`src/core/route_cfg_pkg.sv`:
```
// constants for the block output routing and clock resync register bank
package route_cfg_pkg;
  // register byte offsets on the bus
  localparam logic [7:0] OUT_CFG_OFFSET    = 8'h00;
  localparam logic [7:0] FUNC_CFG_OFFSET   = 8'h04;
  localparam logic [7:0] CLK_SEL_OFFSET    = 8'h08;
  localparam logic [7:0] STATUS_OFFSET     = 8'h0C;

  // reset values
  localparam logic [7:0] OUT_CFG_RESET     = 8'h00;
  localparam logic [3:0] FUNC_CFG_RESET    = 4'h0;
  localparam logic [3:0] CLK_SEL_RESET     = 4'h0;

  // output config fields
  localparam int RESYNC_MSB                = 7;
  localparam int RESYNC_LSB                = 6;
  localparam int SEC_EN_BIT                = 5;
  localparam int SEC_SEL_MSB               = 4;
  localparam int SEC_SEL_LSB               = 3;
  localparam int MAIN_EN_BIT               = 2;
  localparam int MAIN_SEL_MSB              = 1;
  localparam int MAIN_SEL_LSB              = 0;

  // function config fields
  localparam int FUNC_MSB                  = 2;
  localparam int FUNC_LSB                  = 0;
  localparam int MODE0_BIT                 = 3;

  // resync codes
  typedef enum logic [1:0] {
    RESYNC_BYPASS = 2'b00,
    RESYNC_TO_24M = 2'b01,
    RESYNC_TO_48M = 2'b10,
    DIRECT_24M    = 2'b11
  } resync_type;

  // block functions
  typedef enum logic [2:0] {
    FN_TIMER    = 3'b000,
    FN_COUNTER  = 3'b001,
    FN_CRC_PRBS = 3'b010,
    FN_PWM_DUAL = 3'b011,
    FN_DEADBAND = 3'b100,
    FN_UART     = 3'b101,
    FN_SPI      = 3'b110,
    FN_DELTA_SG = 3'b111
  } func_type;

  // event input bit positions
  localparam int EV_TERM_COUNT             = 0;
  localparam int EV_LAST_SHOT              = 1;
  localparam int EV_COMPARE                = 2;
  localparam int EV_CAPTURE                = 3;
  localparam int EV_KILL                   = 4;
  localparam int EV_PHASE1                 = 5;
  localparam int EV_DS                     = 6;
  localparam int EV_TX_EMPTY               = 7;
  localparam int EV_XFER_DONE              = 8;
  localparam int EV_RX_FULL                = 9;
  localparam int EV_DENSITY                = 10;
  localparam int EV_WIDTH                  = 11;

  // interrupt source masks per function
  localparam logic [10:0] IRQ_MASK_TIMER   = 11'h01F;
  localparam logic [10:0] IRQ_MASK_COUNTER = 11'h017;
  localparam logic [10:0] IRQ_MASK_PHASE   = 11'h030;
  localparam logic [10:0] IRQ_MASK_CRC     = 11'h054;
  localparam logic [10:0] IRQ_MASK_SPI     = 11'h180;
  localparam logic [10:0] IRQ_MASK_UART_TX = 11'h180;
  localparam logic [10:0] IRQ_MASK_UART_RX = 11'h200;
  localparam logic [10:0] IRQ_MASK_DSM     = 11'h410;
endpackage : route_cfg_pkg

```
`src/core/sync_two_flop.sv`:
```
// two-flop synchroniser for a vector of independent levels
`timescale 1ns/1ns
module sync_two_flop #(
  parameter int WIDTH = 1
) (
  input  wire logic             pclk,
  input  wire logic             presetn,
  input  wire logic [WIDTH-1:0] async_in,
  output logic      [WIDTH-1:0] sync_out
);
  logic [WIDTH-1:0] meta_r;
  logic [WIDTH-1:0] sync_r;

  initial begin
    if (WIDTH < 1) $error("sync_two_flop: WIDTH must be at least 1");
  end

  always_ff @(posedge pclk or negedge presetn) begin
    if (!presetn) begin
      meta_r <= '0;
      sync_r <= '0;
    end else begin
      meta_r <= async_in;
      sync_r <= meta_r;
    end
  end

  assign sync_out = sync_r;
endmodule : sync_two_flop

```
`src/core/clock_resync.sv`:
```
// block clock selection and resynchronisation to a system clock
`timescale 1ns/1ns
module clock_resync (
  input  wire logic                     pclk,
  input  wire logic                     presetn,
  input  wire route_cfg_pkg::resync_type mode,
  input  wire logic                     selected_clock,
  input  wire logic                     system_clock_24m,
  input  wire logic                     system_clock_48m,
  output logic                          block_clock
);
  logic sys24_d_r;
  logic sys48_d_r;
  logic held_r;
  logic held_nxt;
  logic out_r;
  logic out_nxt;
  logic rise24;
  logic rise48;

  assign rise24 = system_clock_24m & ~sys24_d_r;
  assign rise48 = system_clock_48m & ~sys48_d_r;

  always_comb begin
    held_nxt = held_r;
    out_nxt  = out_r;
    case (mode)
      route_cfg_pkg::RESYNC_BYPASS: begin
        out_nxt = selected_clock;
      end
      route_cfg_pkg::RESYNC_TO_24M: begin
        if (rise24) begin
          held_nxt = selected_clock;
        end
        out_nxt = held_r;
      end
      route_cfg_pkg::RESYNC_TO_48M: begin
        if (rise48) begin
          held_nxt = selected_clock;
        end
        out_nxt = held_r;
      end
      route_cfg_pkg::DIRECT_24M: begin
        out_nxt = system_clock_24m;
      end
      default: begin
        out_nxt = 1'b0;
      end
    endcase
  end

  always_ff @(posedge pclk or negedge presetn) begin
    if (!presetn) begin
      sys24_d_r <= 1'b0;
      sys48_d_r <= 1'b0;
      held_r    <= 1'b0;
      out_r     <= 1'b0;
    end else begin
      sys24_d_r <= system_clock_24m;
      sys48_d_r <= system_clock_48m;
      held_r    <= held_nxt;
      out_r     <= out_nxt;
    end
  end

  assign block_clock = out_r;
endmodule : clock_resync

```
`src/core/block_output_routing.sv`:
```
// apb register bank steering function outputs onto row outputs and resyncing the block clock
//
// What this block does
// - spi target, drive enable clear: route field picks one of four row inputs as select
// - spi target, drive enable set: target select equals route field bit 0
// - spi target function always keeps secondary row output drivers off
// - main and secondary outputs come from the running function's own outputs
// - interrupt source is the or of events that the function defines
// - uart secondary clock toggles only during data bits of a byte
// - bits 7:6 enable resync of the clock after the 16-to-1 mux
// - code 00 bypass, 01 resync to 24 MHz, 10 resync to 48 MHz
// - code 11 clocks block straight from 24 MHz, ignoring the mux
// - outside spi target, bit 5 drives secondary output onto the chosen row
// - bits 4:3 pick the secondary row output, or the select source row input
// - bit 2 drives the main output onto the chosen row output
// - bits 1:0 choose which row output carries the main output
//
// Added by the designer: the register addresses and the APB register port.
`timescale 1ns/1ns
module block_output_routing #(
  parameter int ROWS        = 4,
  parameter int CLK_SOURCES = 16
) (
  input  wire logic                      pclk,
  input  wire logic                      presetn,
  input  wire logic                      psel,
  input  wire logic                      penable,
  input  wire logic                      pwrite,
  input  wire logic [7:0]                paddr,
  input  wire logic [31:0]               pwdata,
  output logic      [31:0]               prdata,
  output logic                           pready,
  output logic                           pslverr,
  input  wire logic                      main_function_out,
  input  wire logic                      secondary_function_out,
  input  wire logic                      uart_data_bits_active,
  input  wire logic [route_cfg_pkg::EV_WIDTH-1:0] function_events,
  input  wire logic [ROWS-1:0]           row_in,
  input  wire logic [CLK_SOURCES-1:0]    clock_sources,
  input  wire logic                      system_clock_24m,
  input  wire logic                      system_clock_48m,
  output logic      [ROWS-1:0]           row_out,
  output logic      [ROWS-1:0]           row_out_en,
  output logic                           target_select,
  output logic                           block_clock,
  output logic                           interrupt_source
);
  initial begin
    if (ROWS != 4) $error("block_output_routing: two-bit select fields serve exactly four rows");
    if (CLK_SOURCES != 16) $error("block_output_routing: the clock mux is 16-to-1");
  end

  // register state
  logic [7:0]  out_cfg_r;
  logic [7:0]  out_cfg_nxt;
  logic [3:0]  func_cfg_r;
  logic [3:0]  func_cfg_nxt;
  logic [3:0]  clk_sel_r;
  logic [3:0]  clk_sel_nxt;
  logic [31:0] prdata_r;
  logic [31:0] prdata_nxt;
  logic        pready_r;
  logic        pready_nxt;
  logic        pslverr_r;
  logic        pslverr_nxt;

  // routed outputs
  logic [ROWS-1:0] row_out_r;
  logic [ROWS-1:0] row_out_nxt;
  logic [ROWS-1:0] row_en_r;
  logic [ROWS-1:0] row_en_nxt;
  logic            target_sel_r;
  logic            target_sel_nxt;
  logic            irq_r;
  logic            irq_nxt;

  // synchronised pins
  logic [ROWS-1:0]        row_in_s;
  logic [CLK_SOURCES-1:0] clk_src_s;
  logic                   sys24_s;
  logic                   sys48_s;

  // decoded configuration
  route_cfg_pkg::func_type   func;
  route_cfg_pkg::resync_type resync_mode;
  logic                      mode0;
  logic                      spi_target;
  logic                      uart_fn;
  logic                      sec_en;
  logic [1:0]                sec_sel;
  logic                      main_en;
  logic [1:0]                main_sel;
  logic                      secondary_gated;
  logic [route_cfg_pkg::EV_WIDTH-1:0] irq_mask;
  logic                      selected_clock;
  logic                      block_clock_w;

  logic access_phase;
  logic setup_phase;
  logic mapped;

  sync_two_flop #(
    .WIDTH (ROWS + CLK_SOURCES + 2)
  ) u_pin_sync (
    .pclk     (pclk),
    .presetn  (presetn),
    .async_in ({row_in, clock_sources, system_clock_24m, system_clock_48m}),
    .sync_out ({row_in_s, clk_src_s, sys24_s, sys48_s})
  );

  assign func        = route_cfg_pkg::func_type'(func_cfg_r[route_cfg_pkg::FUNC_MSB:route_cfg_pkg::FUNC_LSB]);
  assign mode0       = func_cfg_r[route_cfg_pkg::MODE0_BIT];
  assign resync_mode = route_cfg_pkg::resync_type'(out_cfg_r[route_cfg_pkg::RESYNC_MSB:route_cfg_pkg::RESYNC_LSB]);
  assign sec_en      = out_cfg_r[route_cfg_pkg::SEC_EN_BIT];
  assign sec_sel     = out_cfg_r[route_cfg_pkg::SEC_SEL_MSB:route_cfg_pkg::SEC_SEL_LSB];
  assign main_en     = out_cfg_r[route_cfg_pkg::MAIN_EN_BIT];
  assign main_sel    = out_cfg_r[route_cfg_pkg::MAIN_SEL_MSB:route_cfg_pkg::MAIN_SEL_LSB];
  assign spi_target  = (func == route_cfg_pkg::FN_SPI) && mode0;
  assign uart_fn     = (func == route_cfg_pkg::FN_UART);

  // the mux ahead of resync; code 11 ignores it inside clock_resync
  assign selected_clock = clk_src_s[clk_sel_r];

  clock_resync u_clock_resync (
    .pclk             (pclk),
    .presetn          (presetn),
    .mode             (resync_mode),
    .selected_clock   (selected_clock),
    .system_clock_24m (sys24_s),
    .system_clock_48m (sys48_s),
    .block_clock      (block_clock_w)
  );

  // apb slave: no wait state, yet every answer comes from a flop
  assign setup_phase  = psel && !penable;
  assign access_phase = psel && penable && pready_r;
  assign mapped = (paddr == route_cfg_pkg::OUT_CFG_OFFSET) || (paddr == route_cfg_pkg::FUNC_CFG_OFFSET) ||
                  (paddr == route_cfg_pkg::CLK_SEL_OFFSET) || (paddr == route_cfg_pkg::STATUS_OFFSET);

  always_comb begin
    out_cfg_nxt  = out_cfg_r;
    func_cfg_nxt = func_cfg_r;
    clk_sel_nxt  = clk_sel_r;
    prdata_nxt   = prdata_r;
    pready_nxt   = setup_phase;
    pslverr_nxt  = 1'b0;
    if (setup_phase) begin
      pslverr_nxt = !mapped;
      prdata_nxt  = 32'h0000_0000;
      if (!pwrite) begin
        case (paddr)
          route_cfg_pkg::OUT_CFG_OFFSET:  prdata_nxt = {24'h00_0000, out_cfg_r};
          route_cfg_pkg::FUNC_CFG_OFFSET: prdata_nxt = {28'h000_0000, func_cfg_r};
          route_cfg_pkg::CLK_SEL_OFFSET:  prdata_nxt = {28'h000_0000, clk_sel_r};
          route_cfg_pkg::STATUS_OFFSET:   prdata_nxt = {20'h0_0000, row_en_r, row_out_r,
                                                        irq_r, block_clock_w, target_sel_r, spi_target};
          default:                        prdata_nxt = 32'h0000_0000;
        endcase
      end
    end
    if (access_phase && pwrite) begin
      case (paddr)
        route_cfg_pkg::OUT_CFG_OFFSET:  out_cfg_nxt  = pwdata[7:0];
        route_cfg_pkg::FUNC_CFG_OFFSET: func_cfg_nxt = pwdata[3:0];
        route_cfg_pkg::CLK_SEL_OFFSET:  clk_sel_nxt  = pwdata[3:0];
        default: begin
          out_cfg_nxt = out_cfg_r;
        end
      endcase
    end
  end

  // uart secondary is a clock only while data bits move
  always_comb begin
    secondary_gated = secondary_function_out;
    if (uart_fn) begin
      secondary_gated = secondary_function_out & uart_data_bits_active;
    end
  end

  // row output drive: undriven rows stay free for other sources
  always_comb begin
    row_out_nxt = '0;
    row_en_nxt  = '0;
    for (int i = 0; i < ROWS; i++) begin
      if (main_en && (main_sel == 2'(i))) begin
        row_en_nxt[i]  = 1'b1;
        row_out_nxt[i] = main_function_out;
      end
      // secondary drivers forced off in the spi target function
      if (!spi_target && sec_en && (sec_sel == 2'(i))) begin
        row_en_nxt[i]  = 1'b1;
        // main wins if both pick the same row, avoiding a contended driver
        if (!(main_en && (main_sel == 2'(i)))) begin
          row_out_nxt[i] = secondary_gated;
        end
      end
    end
    // rows without an enable keep en low and data low
  end

  // spi target select source
  always_comb begin
    target_sel_nxt = 1'b0;
    if (spi_target) begin
      if (sec_en) begin
        target_sel_nxt = sec_sel[0];
      end else begin
        target_sel_nxt = row_in_s[sec_sel];
      end
    end
  end

  // interrupt source per function
  always_comb begin
    case (func)
      route_cfg_pkg::FN_TIMER:    irq_mask = route_cfg_pkg::IRQ_MASK_TIMER;
      route_cfg_pkg::FN_COUNTER:  irq_mask = route_cfg_pkg::IRQ_MASK_COUNTER;
      route_cfg_pkg::FN_PWM_DUAL: irq_mask = route_cfg_pkg::IRQ_MASK_PHASE;
      route_cfg_pkg::FN_DEADBAND: irq_mask = route_cfg_pkg::IRQ_MASK_PHASE;
      route_cfg_pkg::FN_CRC_PRBS: irq_mask = route_cfg_pkg::IRQ_MASK_CRC;
      route_cfg_pkg::FN_SPI:      irq_mask = route_cfg_pkg::IRQ_MASK_SPI;
      route_cfg_pkg::FN_UART:     irq_mask = mode0 ? route_cfg_pkg::IRQ_MASK_UART_TX
                                                   : route_cfg_pkg::IRQ_MASK_UART_RX;
      route_cfg_pkg::FN_DELTA_SG: irq_mask = route_cfg_pkg::IRQ_MASK_DSM;
      default:                    irq_mask = '0;
    endcase
    irq_nxt = |(function_events & irq_mask);
  end

  always_ff @(posedge pclk or negedge presetn) begin
    if (!presetn) begin
      out_cfg_r    <= route_cfg_pkg::OUT_CFG_RESET;
      func_cfg_r   <= route_cfg_pkg::FUNC_CFG_RESET;
      clk_sel_r    <= route_cfg_pkg::CLK_SEL_RESET;
      prdata_r     <= 32'h0000_0000;
      pready_r     <= 1'b0;
      pslverr_r    <= 1'b0;
      row_out_r    <= '0;
      row_en_r     <= '0;
      target_sel_r <= 1'b0;
      irq_r        <= 1'b0;
    end else begin
      out_cfg_r    <= out_cfg_nxt;
      func_cfg_r   <= func_cfg_nxt;
      clk_sel_r    <= clk_sel_nxt;
      prdata_r     <= prdata_nxt;
      pready_r     <= pready_nxt;
      pslverr_r    <= pslverr_nxt;
      row_out_r    <= row_out_nxt;
      row_en_r     <= row_en_nxt;
      target_sel_r <= target_sel_nxt;
      irq_r        <= irq_nxt;
    end
  end

  assign prdata           = prdata_r;
  assign pready           = pready_r;
  assign pslverr          = pslverr_r;
  assign row_out          = row_out_r;
  assign row_out_en       = row_en_r;
  assign target_select    = target_sel_r;
  assign block_clock      = block_clock_w;
  assign interrupt_source = irq_r;
endmodule : block_output_routing

```
`config.mk`:
```
export PLATFORM = sky130hd
export DESIGN_NAME = block_output_routing
export DESIGN_NICKNAME = d
export VERILOG_FILES = /design/src/core/route_cfg_pkg.sv /design/src/core/sync_two_flop.sv /design/src/core/clock_resync.sv /design/src/core/block_output_routing.sv
export SDC_FILE = /design/constraint.sdc
export NUM_CORES = 1
export LEC_CHECK = 0
export BUFFER_PORTS_ARGS = -buffer_cell sky130_fd_sc_hd__buf_2
export CELL_PAD_IN_SITES_DETAIL_PLACEMENT = 1
export CELL_PAD_IN_SITES_GLOBAL_PLACEMENT = 2
export CORE_AREA = 2 2 114 116
export DETAILED_ROUTE_END_ITERATION = 10
export DIE_AREA = 0 0 116 118
export HOLD_SLACK_MARGIN = 0.15
export MAX_ROUTING_LAYER = met4
export PLACE_DENSITY_LB_ADDON = 0.1
export SETUP_SLACK_MARGIN = 0.15
export SLEW_MARGIN = 20
export SYNTH_ARGS = -nofsm -noshare
export SYNTH_HDL_FRONTEND = slang
export SYNTH_HIERARCHICAL = 1
export SYNTH_SLANG_ARGS = --single-unit
```
`constraint.sdc`:
```
create_clock -name pclk -period 1.9 [get_ports pclk]
set_input_delay 0.38 -clock pclk [delete_from_list [all_inputs] [get_ports pclk]]
set_output_delay 0.38 -clock pclk [all_outputs]
set_load 0.02 [all_outputs]
```
==> summary.md <==
| Metric | Value |
|---|---|
| Final net count | `roughly 470` |
| Clock Skew | `between 0.006 and 0.007 ns` |
| Setup TNS | `-1.16 ns` |
| #FFs+latches synth | `between 80 and 90` |
| First-pass GRT wire length | `roughly 13000 um` |
| Total gr overflow | `0` |
| Final Instance Area | `~4800 um^2` |
| Largest net degree at the start of global routing | `33` |
| Synth Warn # | `6` |
| Max clock buf depth | `2` |
| Cell Chain, Critical Path | `buf_6 -> or4_4 -> or4_4 -> or3b_4 -> mux2_4` |
| DR pass1 iterations | `4` |
| Period Utilization, post-route | `108%` |
| Crit-path leading delay family | `simple AND/OR/NAND/NOR gates` |
| Power per cell area | `just over 800 nW/um^2` |
| Worst vdd ir | `around 0.58 mV` |
| Worst slack at placement | `-0.524 ns` |
| Slew at the pin closest to its max-slew limit | `approximately 0.62 ns` |
| H-tree depth | `3` |
| R2R setup slack | `0.05 ns` |
| Synth unique cells | `between 40 and 50` |
| Synth area leaders | `dfrtp_1, mux2_4, mux4_2, buf_4, nand2_1` |
| Complex-gate fraction of the synthesized area | `8.95%` |
| Ant diodes | `0` |
| Post-synth ARST share | `between 90% and 100%` |
| CTS tree | `built` |
| Top FF cell, synth | `dfrtp_1` |
| Leading area contributor after synthesis | `dfrtp_1` |
| DP HPWL | `5950 um` |
| CP dominant cell by count | `or4_4` |
| Area of the core | `between 10000 and 15000 um^2` |
| Layout cells sized above 1 | `between 30% and 40%` |
| Required @ worst endpoint | `2.14 ns` |
| Initial antenna violation count | `0` |
| Endpoints failing setup | `16` |
| Chip height | `between 100 and 150 um` |
| Synth Area per Inst | `around 13 um^2` |
| Largest family of logic cells by synthesized area | `multiplexers` |
| Hold/Removal Path Class | `input pin to flop` |
| Overall Power | `3950 uW` |
| Sequential share of the synthesized area | `61.8%` |
| Gpl congestion | `between 0.7 and 0.8` |
| Avg WL per Cell | `between 10 and 15 um` |
| Critical path origin | `paddr[5]` |
| Count of input and output buffers | `around 80` |
| FF-to-FF End | `u_clock_resync/held_r$_DFFE_PN0P_` |
| Simple-Gate Fraction of Synth Area | `9.66%` |
| Failing checks | `negative setup slack` |
| Final non-filler cell total | `561` |
| Final WL | `8150 um` |
| CTS root buf | `clkbuf_16` |
| Placed insts | `between 500 and 600` |
| CP peak stage delay | `0.54 ns` |
| Via count | `2373` |
| Area Growth Syn to Fin | `35.6%` |
| DIE WIDTH | `~120 um` |
| Final ANT Viol Nets | `0` |
| Slowest CP cell | `or4_4` |
| Vias per cell | `about 4.2` |
| Clock latency on the worst-skew pair | `between 0.3 and 0.4 ns` |
| Row count | `between 40 and 50` |
| Setup ws final | `-0.151 ns` |
| CP Capture Point | `func_cfg_r[1]$_DFFE_PN0P_` |
| Final hold vios | `0` |
| Reg2Reg Depth | `7` |
| Post-synth EDFFs | `0` |
| Crit path launch type | `input pin` |
| Fin crit period | `roughly 2.1 ns` |
| Max cap viols | `0` |
| Die area | `13700 um^2` |
| CTS sink cnt | `between 80 and 90` |
| CTS buffer count | `9` |
| RSZ-0062 raised after global routing | `true` |
| Adder-cell share of the synthesized area | `under 10%` |
| Vias in the first global route | `about 2600` |
| Crit path max fanout | `4` |
| DRT iter0 DRCs | `85` |
| Area of the mapped netlist | `between 3000 and 4000 um^2` |
| Starting density of the core | `roughly 29%` |
| Fin. max-slew vios | `0` |
| Pleak | `roughly 0.0023 uW` |
| Relative slew slack | `58.8%` |
| Worst Path Arrival | `~2.3 ns` |
| Post-synth top area share | `between 60% and 70%` |
| Bufs and invs on worst path | `1` |
| Total global-route track usage | `13.5%` |
| Clk slew on worst S/H paths | `approximately 0.06 ns` |
| Area after DPL | `about 4200 um^2` |
| # DRC | `0` |
| Synthesized instance count | `between 200 and 300` |
| Levels on crit path | `5` |
| Area share of xor/xnor cells in the synthesized design | `0%` |
| # IOs | `126` |
| Critical path class | `input pin to flop` |
| Mux share of post-synthesis cell area | `about an eighth` |
| Reg-to-Reg Start | `clk_sel_r[0]$_DFFE_PN0P_` |
| Worst setup EP type | `flop` |
| Status | `finished with violations` |
| F_max | `between 400 and 500 MHz` |
cells by family after synthesis:
logic type	Yosys count
AO/OA/AOI/OAI	45
adder cells (fa/ha/maj)	4
buffers and inverters	41
multiplexers	26
AND/OR/NAND/NOR	60
flip-flops	88
other	1
cell usage in the layout, fill, tap and decap left out, types with 3 or more instances in the layout:
master and n:
a22o_1 4, nor2_1 5, buf_2 79, mux4_2 7
buf_6 3, a21oi_1 4, o41ai_1 3, a22oi_1 5
clkbuf_16 9, o21ai_1 3, nor3_1 3, o21ai_0 4
o31ai_1 4, mux2_4 16, dfrtp_1 87, ha_1 4
conb_1 20, nand2b_1 4, dlygate4sd3_1 23, buf_4 12
o21ai_2 3, or4_4 3, inv_1 9, nand2_1 24
routing by layer:
metal  part of all wire, %  GRT usage, %  up-vias
li1                      -             -     1136
met1                    45          16.8     1152
met2                    47          20.4       71
met3                   5.0          3.09       14
met4                   2.2          6.85        0
met5                     0             -        -
area by class of cell:
type,count,area [um^2]
flip-flops and latches,88,2200
inverters,10,37.5
well taps,172,215
clock buffers,10,239
repair buffers,120,805
fillers,1360,7580
multi-input cells,155,1280
clock inverters,6,52.6
worst min path at each step:
stage	from	endpoint	slack [ns]	cells after the start
2_1_floorplan	presetn	clk_sel_r[0]$_DFFE_PN0P_	0.08	0
3_3_place_gp	u_pin_sync/meta_r[1]$_DFF_PN0_	u_pin_sync/sync_out[1]$_DFF_PN0_	0.33	0
3_5_place_dp	u_pin_sync/meta_r[1]$_DFF_PN0_	u_pin_sync/sync_out[1]$_DFF_PN0_	0.34	0
4_1_cts	pwdata[7]	out_cfg_r[7]$_DFFE_PN0P_	0.25	2
5_1_grt	pwdata[4]	out_cfg_r[4]$_DFFE_PN0P_	0.27	2
6_report	pwdata[7]	out_cfg_r[7]$_DFFE_PN0P_	0.27	2
flip-flops by register name, summed over array words and instances (netlist names):
name,cells
u_clock_resync/sys24_d_r,1
row_out,4
u_clock_resync/held_r,1
u_clock_resync/block_clock,1
pready,1
u_clock_resync/sys48_d_r,1
u_pin_sync/sync_out,22
u_pin_sync/meta_r,22
pslverr,1
target_select,1
interrupt_source,1
prdata,12
out_cfg_r,8
row_out_en,4
clk_sel_r,4
func_cfg_r,4
synthesized netlist by cell type, types with 3 or more instances:
cell type	n
o31ai_1	5
clkbuf_1	11
a22o_1	4
nand2b_1	5
o41ai_1	4
mux2_1	5
o21ai_0	4
o21ai_1	6
ha_1	4
mux2_4	12
buf_4	20
a21oi_1	5
dfrtp_1	88
inv_1	9
mux4_2	7
nor2_1	6
nor3_1	3
nand2_1	24
a22oi_1	5
per-stage QoR:
stage | utilization (%) | hold slack, ns
6_report | 38.9 | 0.265
4_1_cts | 38.5 | 0.255
3_3_place_gp | 34.0 | 0.332
5_1_grt | 38.9 | 0.267
3_5_place_dp | 34.0 | 0.336
2_1_floorplan | - | 0.0844
power by group:
part | internal, uW | switching [uW]
sequential | 1930 | 22.4
combinational | 124 | 151
clock | 940 | 783
total | 3000 | 957
timing repair:
item                                   CTS  global route
setup buffers                            0             2
resized for setup                       11             7
setup endpoints to repair               18            21
hold buffers                            23             0
pin swaps                                3             7
endpoints found under the hold margin   46             0
Power figures use the tool's default switching activity.
